File: src/rtl/adc_port_pkg.sv
// Shared constants and types for the converter's parallel host port.
// Assumes a single 40 MHz system clock; no other files are required.
package adc_port_pkg;

  // Widths of the host data bus and the configuration byte.
  localparam int DATA_W = 12;
  localparam int CFG_W = 8;

  // Field positions inside the configuration byte.
  localparam int PWR_HI_BIT = 7;
  localparam int PWR_LO_BIT = 6;
  localparam int ACQ_SEL_BIT = 5;
  localparam int IN_CFG_BIT = 4;
  localparam int POL_BIT = 3;
  localparam int CHAN_LSB = 0;

  // Configuration byte as held by the port; field order matches bit order 7 down to 0.
  typedef struct packed {
    logic power_mode_hi;
    logic power_mode_lo;
    logic acquire_timing_sel;
    logic input_config_sel;
    logic polarity_sel;
    logic [2:0] channel_sel;
  } cfg_t;

  // Reset value: full power-down, internal clock, internal acquisition, channel 0.
  localparam logic [CFG_W-1:0] CFG_RST = 8'h00;

  // System clock period and the longest read-strobe-to-completion-release delay.
  localparam int CLK_PERIOD_NS = 25;
  localparam int RD_INT_MAX_NS = 100;
  // Longest time rounds down; never below one cycle.
  localparam int RD_INT_CYC = (RD_INT_MAX_NS / CLK_PERIOD_NS) < 1 ? 1 :
    (RD_INT_MAX_NS / CLK_PERIOD_NS);

  // Default sequencing counts, in conversion clock ticks or system cycles.
  localparam int INT_DIV_DEF = 8;
  localparam int ACQ_TICKS_DEF = 3;
  localparam int CONV_TICKS_DEF = 12;

  // Sequencer states.
  typedef enum logic [1:0] {
    ST_IDLE,
    ST_ACQ,
    ST_EXT_ACQ,
    ST_CONV
  } state_t;

endpackage

File: src/rtl/adc_parallel_host_port.sv
// Parallel host port of a 12-bit sampling converter, seen from inside the converter.
// Assumes the host strobes and conversion clock pin are asynchronous to clk and that
// the analog front end returns a settled code on sample_code by the end of conversion.
// Operation
// - Completion output low when result ready
// - Read falling edge with select drives result
// - Internal mode write rise captures, starts acquisition
// - External mode second write rise starts conversion
// - Select high floats completion and data lines
// - Low eight lines bidirectional, upper output only
// - Top two bits choose power and clock
// - Bit five chooses acquisition timing source
// - Read falling edge releases completion output high
`timescale 1ns/100ps
module adc_parallel_host_port #(
  parameter int INT_DIV = adc_port_pkg::INT_DIV_DEF,
  parameter int ACQ_TICKS = adc_port_pkg::ACQ_TICKS_DEF,
  parameter int CONV_TICKS = adc_port_pkg::CONV_TICKS_DEF
) (
  // System clock and reset.
  input wire logic clk,
  input wire logic arst_n,
  // Host strobes, all active low.
  input wire logic cs_n,
  input wire logic rd_n,
  input wire logic wr_n,
  // Conversion clock pin.
  input wire logic conv_clk_pin,
  // Data bus: input half of the low eight lines, output and enables for all twelve.
  input wire logic [7:0] data_in,
  output logic [adc_port_pkg::DATA_W-1:0] data_out,
  output logic [adc_port_pkg::DATA_W-1:0] data_oe_n,
  // Completion pin, active low, with its own enable.
  output logic int_n,
  output logic int_oe_n,
  // Analog front end side.
  input wire logic [adc_port_pkg::DATA_W-1:0] sample_code,
  output logic acquiring,
  output logic converting,
  output adc_port_pkg::cfg_t active_cfg_ff
);

  // Synchronised pins: cs, rd, wr, conversion clock, then the data byte.
  logic [11:0] pins_s;
  logic [11:0] pins_d;
  logic cs_s;
  logic rd_s;
  logic rd_d;
  logic wr_s;
  logic wr_d;
  logic ck_s;
  logic ck_d;
  logic [7:0] data_d;

  // Edge events derived from synchronised pins.
  logic wr_rise;
  logic rd_fall;
  logic ck_fall;

  // Configuration, clock mode and sequencing state.
  adc_port_pkg::cfg_t cfg_ff;
  logic ext_clk_ff;
  adc_port_pkg::state_t state_ff;
  logic [$clog2(CONV_TICKS+ACQ_TICKS+1)-1:0] tick_cnt_ff;
  logic [$clog2(INT_DIV+1)-1:0] div_cnt_ff;
  logic div_tick;
  logic conv_tick;
  logic conv_end;

  // Result and completion flag.
  logic [adc_port_pkg::DATA_W-1:0] result_ff;
  logic done_ff;
  logic drive_ff;
  logic [adc_port_pkg::DATA_W-1:0] data_out_ff;
  logic int_oe_n_ff;

  // Strobes idle high; the data byte and clock pin idle low.
  pin_sync #(
    .W(12),
    .RST_VAL(12'h007)
  ) u_sync (
    .clk(clk),
    .arst_n(arst_n),
    .pin({data_in, conv_clk_pin, wr_n, rd_n, cs_n}),
    .sync_q(pins_s),
    .prev_q(pins_d)
  );

  assign cs_s = pins_s[0];
  assign rd_s = pins_s[1];
  assign rd_d = pins_d[1];
  assign wr_s = pins_s[2];
  assign wr_d = pins_d[2];
  assign ck_s = pins_s[3];
  assign ck_d = pins_d[3];
  // Byte is taken from the older stage, which lines up with the strobe still low,
  // because the host need not hold data once the strobe has risen.
  assign data_d = pins_d[11:4];

  // Strobes only count while the part is selected.
  assign wr_rise = wr_s & ~wr_d & ~cs_s;
  assign rd_fall = ~rd_s & rd_d & ~cs_s;
  assign ck_fall = ~ck_s & ck_d;

  // Free-running divider gives the internal conversion clock as an enable pulse.
  always_ff @(posedge clk or negedge arst_n) begin
    if (!arst_n) begin
      div_cnt_ff <= '0;
    end else if (div_cnt_ff == ($clog2(INT_DIV+1))'(INT_DIV - 1)) begin
      div_cnt_ff <= '0;
    end else begin
      div_cnt_ff <= div_cnt_ff + 1'b1;
    end
  end

  assign div_tick = (div_cnt_ff == ($clog2(INT_DIV+1))'(INT_DIV - 1));
  // External mode counts falling edges of the host clock; in internal mode the pin is
  // expected static, and it is ignored anyway.
  assign conv_tick = ext_clk_ff ? ck_fall : div_tick;

  // Configuration byte register, loaded by any write while idle.
  always_ff @(posedge clk or negedge arst_n) begin
    if (!arst_n) begin
      cfg_ff <= adc_port_pkg::cfg_t'(adc_port_pkg::CFG_RST);
    end else if (wr_rise && state_ff == adc_port_pkg::ST_IDLE) begin
      cfg_ff <= adc_port_pkg::cfg_t'(data_d);
    end
  end

  // Clock mode only changes when a normal-operation code is written.
  always_ff @(posedge clk or negedge arst_n) begin
    if (!arst_n) begin
      ext_clk_ff <= 1'b0;
    end else if (wr_rise && state_ff == adc_port_pkg::ST_IDLE &&
                 data_d[adc_port_pkg::PWR_HI_BIT]) begin
      ext_clk_ff <= data_d[adc_port_pkg::PWR_LO_BIT];
    end
  end

  // Conversion ends on the last tick of the conversion phase.
  assign conv_end = (state_ff == adc_port_pkg::ST_CONV) && conv_tick &&
    (tick_cnt_ff == ($bits(tick_cnt_ff))'(CONV_TICKS - 1));

  // Sequencer. Writes during acquisition or conversion are ignored, except the one
  // that ends an externally timed acquisition.
  always_ff @(posedge clk or negedge arst_n) begin
    if (!arst_n) begin
      state_ff <= adc_port_pkg::ST_IDLE;
      tick_cnt_ff <= '0;
    end else begin
      case (state_ff)
        adc_port_pkg::ST_IDLE: begin
          tick_cnt_ff <= '0;
          // Power-down codes store the byte but start nothing.
          if (wr_rise && data_d[adc_port_pkg::PWR_HI_BIT]) begin
            if (data_d[adc_port_pkg::ACQ_SEL_BIT]) begin
              state_ff <= adc_port_pkg::ST_EXT_ACQ;
            end else begin
              state_ff <= adc_port_pkg::ST_ACQ;
            end
          end
        end
        adc_port_pkg::ST_ACQ: begin
          // Acquisition length is fixed in conversion clock ticks.
          if (conv_tick) begin
            if (tick_cnt_ff == ($bits(tick_cnt_ff))'(ACQ_TICKS - 1)) begin
              tick_cnt_ff <= '0;
              state_ff <= adc_port_pkg::ST_CONV;
            end else begin
              tick_cnt_ff <= tick_cnt_ff + 1'b1;
            end
          end
        end
        adc_port_pkg::ST_EXT_ACQ: begin
          // The host times acquisition; its next write rise closes it.
          if (wr_rise) begin
            tick_cnt_ff <= '0;
            state_ff <= adc_port_pkg::ST_CONV;
          end
        end
        adc_port_pkg::ST_CONV: begin
          if (conv_end) begin
            tick_cnt_ff <= '0;
            state_ff <= adc_port_pkg::ST_IDLE;
          end else if (conv_tick) begin
            tick_cnt_ff <= tick_cnt_ff + 1'b1;
          end
        end
        default: begin
          state_ff <= adc_port_pkg::ST_IDLE;
          tick_cnt_ff <= '0;
        end
      endcase
    end
  end

  // Configuration handed to the front end is frozen when acquisition starts, so a
  // stray write cannot change the channel under a running conversion.
  always_ff @(posedge clk or negedge arst_n) begin
    if (!arst_n) begin
      active_cfg_ff <= adc_port_pkg::cfg_t'(adc_port_pkg::CFG_RST);
    end else if (wr_rise && state_ff == adc_port_pkg::ST_IDLE) begin
      active_cfg_ff <= adc_port_pkg::cfg_t'(data_d);
    end
  end

  assign acquiring = (state_ff == adc_port_pkg::ST_ACQ) ||
    (state_ff == adc_port_pkg::ST_EXT_ACQ);
  assign converting = (state_ff == adc_port_pkg::ST_CONV);

  // Result register holds the whole 12-bit code.
  always_ff @(posedge clk or negedge arst_n) begin
    if (!arst_n) begin
      result_ff <= '0;
    end else if (conv_end) begin
      result_ff <= sample_code;
    end
  end

  // Completion flag: set at conversion end, cleared by a read; set wins a tie.
  always_ff @(posedge clk or negedge arst_n) begin
    if (!arst_n) begin
      done_ff <= 1'b0;
    end else if (conv_end) begin
      done_ff <= 1'b1;
    end else if (rd_fall) begin
      done_ff <= 1'b0;
    end
  end

  // Read path: result latched and driven from the read edge until rd or cs rises.
  always_ff @(posedge clk or negedge arst_n) begin
    if (!arst_n) begin
      drive_ff <= 1'b0;
      data_out_ff <= '0;
    end else if (cs_s || rd_s) begin
      drive_ff <= 1'b0;
    end else if (rd_fall) begin
      drive_ff <= 1'b1;
      data_out_ff <= result_ff;
    end
  end

  // Completion pin floats whenever the part is deselected.
  always_ff @(posedge clk or negedge arst_n) begin
    if (!arst_n) begin
      int_oe_n_ff <= 1'b1;
    end else begin
      int_oe_n_ff <= cs_s;
    end
  end

  // All twelve lines share one enable; only the low eight have an input path.
  assign data_out = data_out_ff;
  assign data_oe_n = {adc_port_pkg::DATA_W{~drive_ff}};
  assign int_n = ~done_ff;
  assign int_oe_n = int_oe_n_ff;

  // Checks and coverage.
  chk_done_set: assert property (@(posedge clk) disable iff (!arst_n)
    conv_end |=> !int_n)
    else $error("completion not flagged after conversion end");
  chk_read_drive: assert property (@(posedge clk) disable iff (!arst_n)
    (rd_fall && !cs_s) ##1 (!cs_s && !rd_s) |-> !data_oe_n[0])
    else $error("result not driven after read edge");
  chk_cfg_capture: assert property (@(posedge clk) disable iff (!arst_n)
    (wr_rise && state_ff == adc_port_pkg::ST_IDLE) |=> cfg_ff == $past(data_d))
    else $error("configuration byte not captured");
  chk_ext_end: assert property (@(posedge clk) disable iff (!arst_n)
    (wr_rise && state_ff == adc_port_pkg::ST_EXT_ACQ) |=>
      state_ff == adc_port_pkg::ST_CONV)
    else $error("external acquisition not ended by write");
  chk_cs_float: assert property (@(posedge clk) disable iff (!arst_n)
    cs_s [*2] |-> int_oe_n && (&data_oe_n))
    else $error("outputs driven while deselected");
  // The enable is registered, so the select and strobe that allowed it are one edge old.
  chk_upper_out: assert property (@(posedge clk) disable iff (!arst_n)
    !data_oe_n[8] |-> $past(!rd_s && !cs_s) && $past(drive_ff || rd_fall))
    else $error("upper lines driven outside a read");
  chk_pd_idle: assert property (@(posedge clk) disable iff (!arst_n)
    (wr_rise && state_ff == adc_port_pkg::ST_IDLE && !data_d[adc_port_pkg::PWR_HI_BIT])
      |=> state_ff == adc_port_pkg::ST_IDLE [*3])
    else $error("power-down write started a sequence");
  chk_acq_sel: assert property (@(posedge clk) disable iff (!arst_n)
    (wr_rise && state_ff == adc_port_pkg::ST_IDLE && data_d[adc_port_pkg::PWR_HI_BIT])
      |=> state_ff == ($past(data_d[adc_port_pkg::ACQ_SEL_BIT]) ?
        adc_port_pkg::ST_EXT_ACQ : adc_port_pkg::ST_ACQ))
    else $error("wrong acquisition mode entered");
  chk_int_release: assert property (@(posedge clk) disable iff (!arst_n)
    (rd_fall && !conv_end) |=> int_n)
    else $error("completion not released by read");
  // Once a sequence runs, the applied configuration must not move until it ends.
  chk_cfg_apply: assert property (@(posedge clk) disable iff (!arst_n)
    ((acquiring || converting) && $past(acquiring || converting)) |-> $stable(active_cfg_ff))
    else $error("configuration changed under a running sequence");
  chk_result_full: assert property (@(posedge clk) disable iff (!arst_n)
    (rd_fall && !cs_s && !rd_s) |=> data_out == $past(result_ff))
    else $error("read result incomplete");
  cov_int_conv: cover property (@(posedge clk) disable iff (!arst_n)
    state_ff == adc_port_pkg::ST_ACQ ##[1:1000] conv_end);
  cov_ext_conv: cover property (@(posedge clk) disable iff (!arst_n)
    state_ff == adc_port_pkg::ST_EXT_ACQ ##[1:1000] conv_end);
  cov_read_done: cover property (@(posedge clk) disable iff (!arst_n)
    done_ff ##[1:1000] rd_fall);

endmodule

File: src/rtl/pin_sync.sv
// Two-flop synchroniser for a group of pins, with one extra stage for edge detection.
// Assumes the pins are asynchronous to clk; stage one feeds stage two only.
`timescale 1ns/100ps
module pin_sync #(
  parameter int W = 1,
  parameter logic [W-1:0] RST_VAL = '0
) (
  // Clock and reset.
  input wire logic clk,
  input wire logic arst_n,
  // Raw pins.
  input wire logic [W-1:0] pin,
  // Synchronised level and its value one cycle earlier.
  output logic [W-1:0] sync_q,
  output logic [W-1:0] prev_q
);

  // First stage may go metastable, so only the second stage reads it.
  logic [W-1:0] meta_ff;

  // Three stages in a chain; the third lets callers see edges safely.
  always_ff @(posedge clk or negedge arst_n) begin
    if (!arst_n) begin
      meta_ff <= RST_VAL;
      sync_q <= RST_VAL;
      prev_q <= RST_VAL;
    end else begin
      meta_ff <= pin;
      sync_q <= meta_ff;
      prev_q <= sync_q;
    end
  end

endmodule

File: config.mk
export PLATFORM = sky130hd
export DESIGN_NAME = adc_parallel_host_port
export DESIGN_NICKNAME = d
export VERILOG_FILES = /design/src/rtl/adc_port_pkg.sv /design/src/rtl/adc_parallel_host_port.sv /design/src/rtl/pin_sync.sv
export SDC_FILE = /design/constraint.sdc
export NUM_CORES = 1
export LEC_CHECK = 0
export ABC_CLOCK_PERIOD_IN_PS = 3800
export BUFFER_PORTS_ARGS = -buffer_cell sky130_fd_sc_hd__buf_4
export CORE_MARGIN = 2
export CORE_UTILIZATION = 57
export CTS_CLUSTER_DIAMETER = 80
export DETAILED_ROUTE_END_ITERATION = 10
export PLACE_DENSITY = 0.85
export SLEW_MARGIN = 40
export SYNTH_ARGS = -nofsm -noshare
export SYNTH_HDL_FRONTEND = slang
export SYNTH_SLANG_ARGS = --single-unit
export TNS_END_PERCENT = 1
File: constraint.sdc
create_clock -name clk -period 3.8 [get_ports clk]
set_input_delay 0.95 -clock clk [delete_from_list [all_inputs] [get_ports clk]]
set_output_delay 0.95 -clock clk [all_outputs]
set_load 0.01 [all_outputs]
-- Word level (Yosys, flattened, before mapping)
Index checks and enable logic that the tools add are counted.
- flip-flop bits (word level): 82
- bits of input ports: 26
- output and inout bits: 36
- word-level logic and storage cells: 76
- add/subtract/negate cells: 2
- equality and inequality tests: 12
- muxes and demuxes: 19
- bitwise gates (word level): 12
- reductions and logical operators: 13
- operator list (kind ; count):
    $mux 4 ; 6
    $pmux 4 s4 ; 1
    $mux 2 ; 6
    $add 4x1->4 const B ; 2
    $pmux 2 s4 ; 1
    $not 1->1 ; 7
    $ne 2x2->1 const B ; 3
    $and 1x1->1 ; 5
    $logic_and 1x1->1 ; 5
    $mux 1 ; 5
    $reduce_and 5->1 ; 1
    $eq 2x2->1 const B ; 2
    $eq 4x2->1 const B ; 1
    $eq 4x3->1 const B ; 1
    $eq 4x4->1 const B ; 1
    $ne 2x1->1 const B ; 2
    $reduce_bool 2->1 ; 2
    $ne 3x1->1 const B ; 1
    $reduce_and 3->1 ; 1
    $eq 2x1->1 const B ; 1
    $logic_not 2->1 ; 1
    $logic_or 1x1->1 ; 2
    $reduce_and 2->1 ; 1

-- Longest topological paths before layout
- word-level depth: 7
- gate-level depth with buffers: 6
- mapped depth without buffers: 6

-- Cells and area by module
Synthesis repeated with hierarchy kept, for this count alone.
- cells, all modules: 189
- area total of the unflattened synthesis: 3017.9 um^2
- by module, submodules not included (module ; times used ; cells each ; area each (um^2) ; seq. area each (um^2)):
    adc_parallel_host_port ; 1 ; 153 ; 2105.8 ; 1152.4
    pin_sync ; 1 ; 36 ; 912.1 ; 912.1

-- Worst setup path before layout
No wires, ideal clock.
- path kind: flip-flop to output port
- start: reg drive_ff
- end: out data_oe_n[10] (netlist name)
- arrival time: 779 ps
- data required time: 2850 ps
- path slack: 2071 ps
- stages on the path, launching flop included: 3
- path buffers: 1
- cell sequence: dfrtp_1 > inv_1 > buf_4
- word-level cells in the longest chain between the ends: 1
- RTL lines (element ; line ; text):
    start: declaration ; adc_parallel_host_port.sv:73 ; logic drive_ff;
    start signal: assignment ; adc_parallel_host_port.sv:234 ; drive_ff <= 1'b0;
    start signal: assignment ; adc_parallel_host_port.sv:237 ; drive_ff <= 1'b0;
    start signal: assignment ; adc_parallel_host_port.sv:239 ; drive_ff <= 1'b1;
    $not 1->1 ; adc_parallel_host_port.sv:255 ; assign data_oe_n = {adc_port_pkg::DATA_W{~drive_ff}};
    end: declaration ; adc_parallel_host_port.sv:32 ; output logic [adc_port_pkg::DATA_W-1:0] data_oe_n,
Every way passes these cells.

-- Worst setup path in the final report
- start: reg state_ff[0]
- end: out acquiring
- word-level cells in the longest chain between the ends: 2
- elaborated cells on any way between the ends: 3
- RTL lines (element ; line ; text):
    start: declaration ; adc_parallel_host_port.sv:63 ; adc_port_pkg::state_t state_ff;
    start signal: assignment ; adc_parallel_host_port.sv:148 ; state_ff <= adc_port_pkg::ST_IDLE;
    start signal: assignment ; adc_parallel_host_port.sv:157 ; state_ff <= adc_port_pkg::ST_EXT_ACQ;
    start signal: assignment ; adc_parallel_host_port.sv:159 ; state_ff <= adc_port_pkg::ST_ACQ;
    $eq 2x1->1 or $eq 2x2->1 (tied branches) ; adc_parallel_host_port.sv:207, adc_parallel_host_port.sv:208 ;
    $logic_or 1x1->1 (*) ; adc_parallel_host_port.sv:207 ; assign acquiring = (state_ff == adc_port_pkg::ST_ACQ) ||
    end: declaration ; adc_parallel_host_port.sv:38 ; output logic acquiring,
Mark *: on every way between the ends. The rest lies on a longest branch, timed or not.

==> flow_results.org <==
** Status
- The flow ran to the end, and the final reports show no timing, DRC or antenna violations.

** Final layout
- Final design instance area without fill :: 3650 um^2
- Net total in the final layout :: 282
- From synthesis to final layout, the design area changed by 22.67%.
- Diodes inserted :: 0
- Layout cell share with drive strength beyond 1 :: 50.59%

** Clocking
- Cts repair resizes :: 0
- Hold-fix buffers at CTS :: 0
- Clock sinks :: 81
- The H-tree generated during clock tree synthesis spans 3 levels.
- Clock root cell :: sky130_fd_sc_hd__clkbuf_8
- Clock insertion delay at the later pin of the skew report :: 0.35 ns
- After clock tree synthesis, the clock-pin slew on the worst setup and hold paths is 0.07 ns.
- Post-CTS setup buffers :: 0
- TritonCTS built the clock tree.
- Worst-case clock buffer depth :: 2
- Clock tree synthesis inserted a total of 9 buffers.

** Global routing
- Number of antenna violations at the first check in global routing :: 0
- The first global-routing pass estimated 8121 um of wire.
- Vias in the first global route :: 1739
- GRT Total Usage :: 18.37%
- Maximum number of pins on one net before global-route repair :: 82
- Total gr overflow :: 0

** Placement
- Routability Congestion :: 0.7426
- Post-detail-place hpwl :: 3167 um
- Port buffer count :: 61
- Post-place instance area :: 3437 um^2

** Die
- FP Rows :: 26
- Placeable Area :: 5075 um^2
- Vert. Die Dim :: 76.25 um
- Boundary Pins :: 62
- Initial Util :: 58.63%
- The floorplan step defined a die boundary enclosing 5814 um^2.
- From left edge to right edge, the die measures 76.25 um.

** Logic synthesis
- Of the post-synthesis cell area, the dominant cell type holds 60.56%.
- Cell Area, Synth :: 2975 um^2
- The largest total area in the synthesized netlist belongs to sky130_fd_sc_hd__dfrtp_1.
- The synthesized netlist contains 35 unique library cells.
- Sorting the synthesized cells by area gives the leading types as sky130_fd_sc_hd__dfrtp_1 (61%), sky130_fd_sc_hd__mux2_2 (12%), sky130_fd_sc_hd__dfstp_2 (7.9%), sky130_fd_sc_hd__ha_1 (3.4%), sky130_fd_sc_hd__buf_4 (2.8%).
- Summing the sequential cell areas from Yosys gives 68.50% of the chip area.
- Fraction of synthesis flops using an asynchronous set or reset pin :: 100.0%
- Warning count from the yosys run :: 0
- Mapped Avg Cell Area :: 15.74 um^2
- Synthesis handed over a netlist of 189 instances.
- The synthesized design contains 81 register bits.
- Most instantiated flip-flop cell in the synthesis netlist :: sky130_fd_sc_hd__dfrtp_1
- The number of nets handed over by synthesis was 223.
- Synth top cells by count :: sky130_fd_sc_hd__dfrtp_1 (72), sky130_fd_sc_hd__mux2_2 (32), sky130_fd_sc_hd__buf_4 (11)
- Most common cell in the netlist :: sky130_fd_sc_hd__dfrtp_1
- Count of flip-flops with a built-in enable after synthesis :: 0

** STA
- Fin Hold WS :: 0.3513 ns
- Unrepaired setup endpoints after global routing :: no
- The hold violation total from the final report is 0.
- Period utilisation layout :: 59.35%
- At the pin with the least slew margin, the transition time is 0.6950 ns.
- Final setup vio count :: 0
- The worst path in the final design needs a cycle of 2.255 ns, including I/O delays and setup.
- Final clock skew :: 0.009880 ns
- The count of pins over their slew limit was 0.
- Measured against its own limit, the worst slew margin works out to 53.62%.
- For the final routed database, the setup TNS stands at 0 ns.
- Timing would allow up to 443.4 MHz.

** Drt
- Wires add up to 4765 um.
- For this block, the via count after detailed routing is 1635.
- The detail route stage leaves a number of antenna-violating nets equal to 0.
- Detailed-route wire length per cell :: 14.75 um
- Post-route DRC violation count :: 0
- For this run, the detailed router's first-pass iteration total came to 4.
- After detailed routing, the number of vias per cell comes to 5.062.
- The detailed router finished its first iteration with 86 violations.

** Power and ir drop
- Peak supply drop :: 370.0 uV
- P_leak :: 1.698 nW
- Power spread over the standard cell area amounts to 623.5 nW/um^2.

** Job
- Max-cap violations in this run came to 0.

** Min path
- Hold Path Depth :: 0
- The startpoint identified for the worst hold timing path is u_sync.sync_q[10]$_DFF_PN0_.
- In this run the worst hold path is classified as reg -> reg.
- The path with the worst hold slack has its endpoint at u_sync.prev_q[10]$_DFF_PN0_.

** Worst setup path
- Worst-path maximum fanout :: 4
- Reg-to-reg slack, setup :: 2.06 ns
- For the worst setup path, the data required time is 2.85 ns.
- Launching element of the worst setup path :: state_ff[0]$_DFFE_PN0P_
- Start-to-end type of the worst setup path :: reg -> out
- Endpoint of the worst register-to-register path :: result_ff[5]$_DFFE_PN0P_
- Arr. time, crit path :: 1.31 ns
- STA classifies the critical path startpoint as a flop.
- STA classifies the critical path endpoint as an output port.
- In this run the critical register-to-register path is launched from div_cnt_ff[0]$_DFF_PN0_.
- R2R cell count :: 5
through the flow:
stage / utilization, % / instances / setup WS, ns / power (mW)
floorplan: - / 189 / 2.071 / 1.416
global placement: 67.53 / 307 / 1.946 / 1.626
detailed placement: 67.73 / 307 / 1.903 / 1.655
CTS: 71.92 / 323 / 1.515 / 2.306
global route: 71.92 / 323 / 1.448 / 2.410
finish: 71.92 / 323 / 1.545 / 2.276
per-layer routing:
metal	track usage, %	share of wire [%]
met2	29.91	52
met1	21.64	40
met5	0	0
met4	10.36	2.9
met3	5.924	5.2
worst max-delay path by stage:
stage,endpoint,depth (start not counted)
detailed placement,acquiring,3
global route,acquiring,3
CTS,acquiring,3
global placement,acquiring,3
finish,acquiring,3
floorplan,data_oe_n[10],2
placed cells by master, fill, tap and decap left out, drive strengths merged, types with 3 or more instances in the layout:
master   n
inv     10
buf     61
mux2    32
dfrtp   72
clkinv   3
ha       8
nand2b   3
a31oi    3
dfstp    9
clkbuf  11
nand3b   3
nand2    6
o21ai    7
mux2i    3
worst max-delay path: stages (launching register included):
cell and delay (ns):
sky130_fd_sc_hd__dfrtp_1 0.38, sky130_fd_sc_hd__inv_1 0.10, sky130_fd_sc_hd__ha_1 0.33, sky130_fd_sc_hd__buf_4 0.16
flip-flops by register name, summed over array words and instances (netlist names), 2 cells and up:
name,count
div_cnt_ff,4
data_out,12
state_ff,2
u_sync.sync_q,12
active_cfg_ff,8
tick_cnt_ff,4
result_ff,12
u_sync.meta_ff,12
u_sync.prev_q,12
cell families after synthesis:
| kind of cell | synth area share, % |
|---|---|
| flops | 68.50 |
| mux | 13.12 |
| simple gates | 6.182 |
| buf+inv | 4.457 |
| compound gates | 4.079 |
| fa+ha+maj | 3.364 |
| xor+xnor | 0.2944 |
final cells by class:
class                           count  area, um^2
Sequential cell                    81        2038
Fill cell                         355        1425
Multi-Input combinational cell     86       815.8
Timing Repair Buffer               61       461.7
Clock buffer                       11       151.4
Tap cell                           70       87.58
Clock inverter                      5       61.31
Inverter                            9       33.78
power breakdown:
| part | leakage [nW] | internal [mW] | switching [mW] |
|---|---|---|---|
| Sequential | 0.958 | 0.989 | 0.0791 |
| Combinational | 0.630 | 0.306 | 0.265 |
| Clock | 0.110 | 0.343 | 0.295 |
Note: power is estimated with default switching activity, not from simulation.
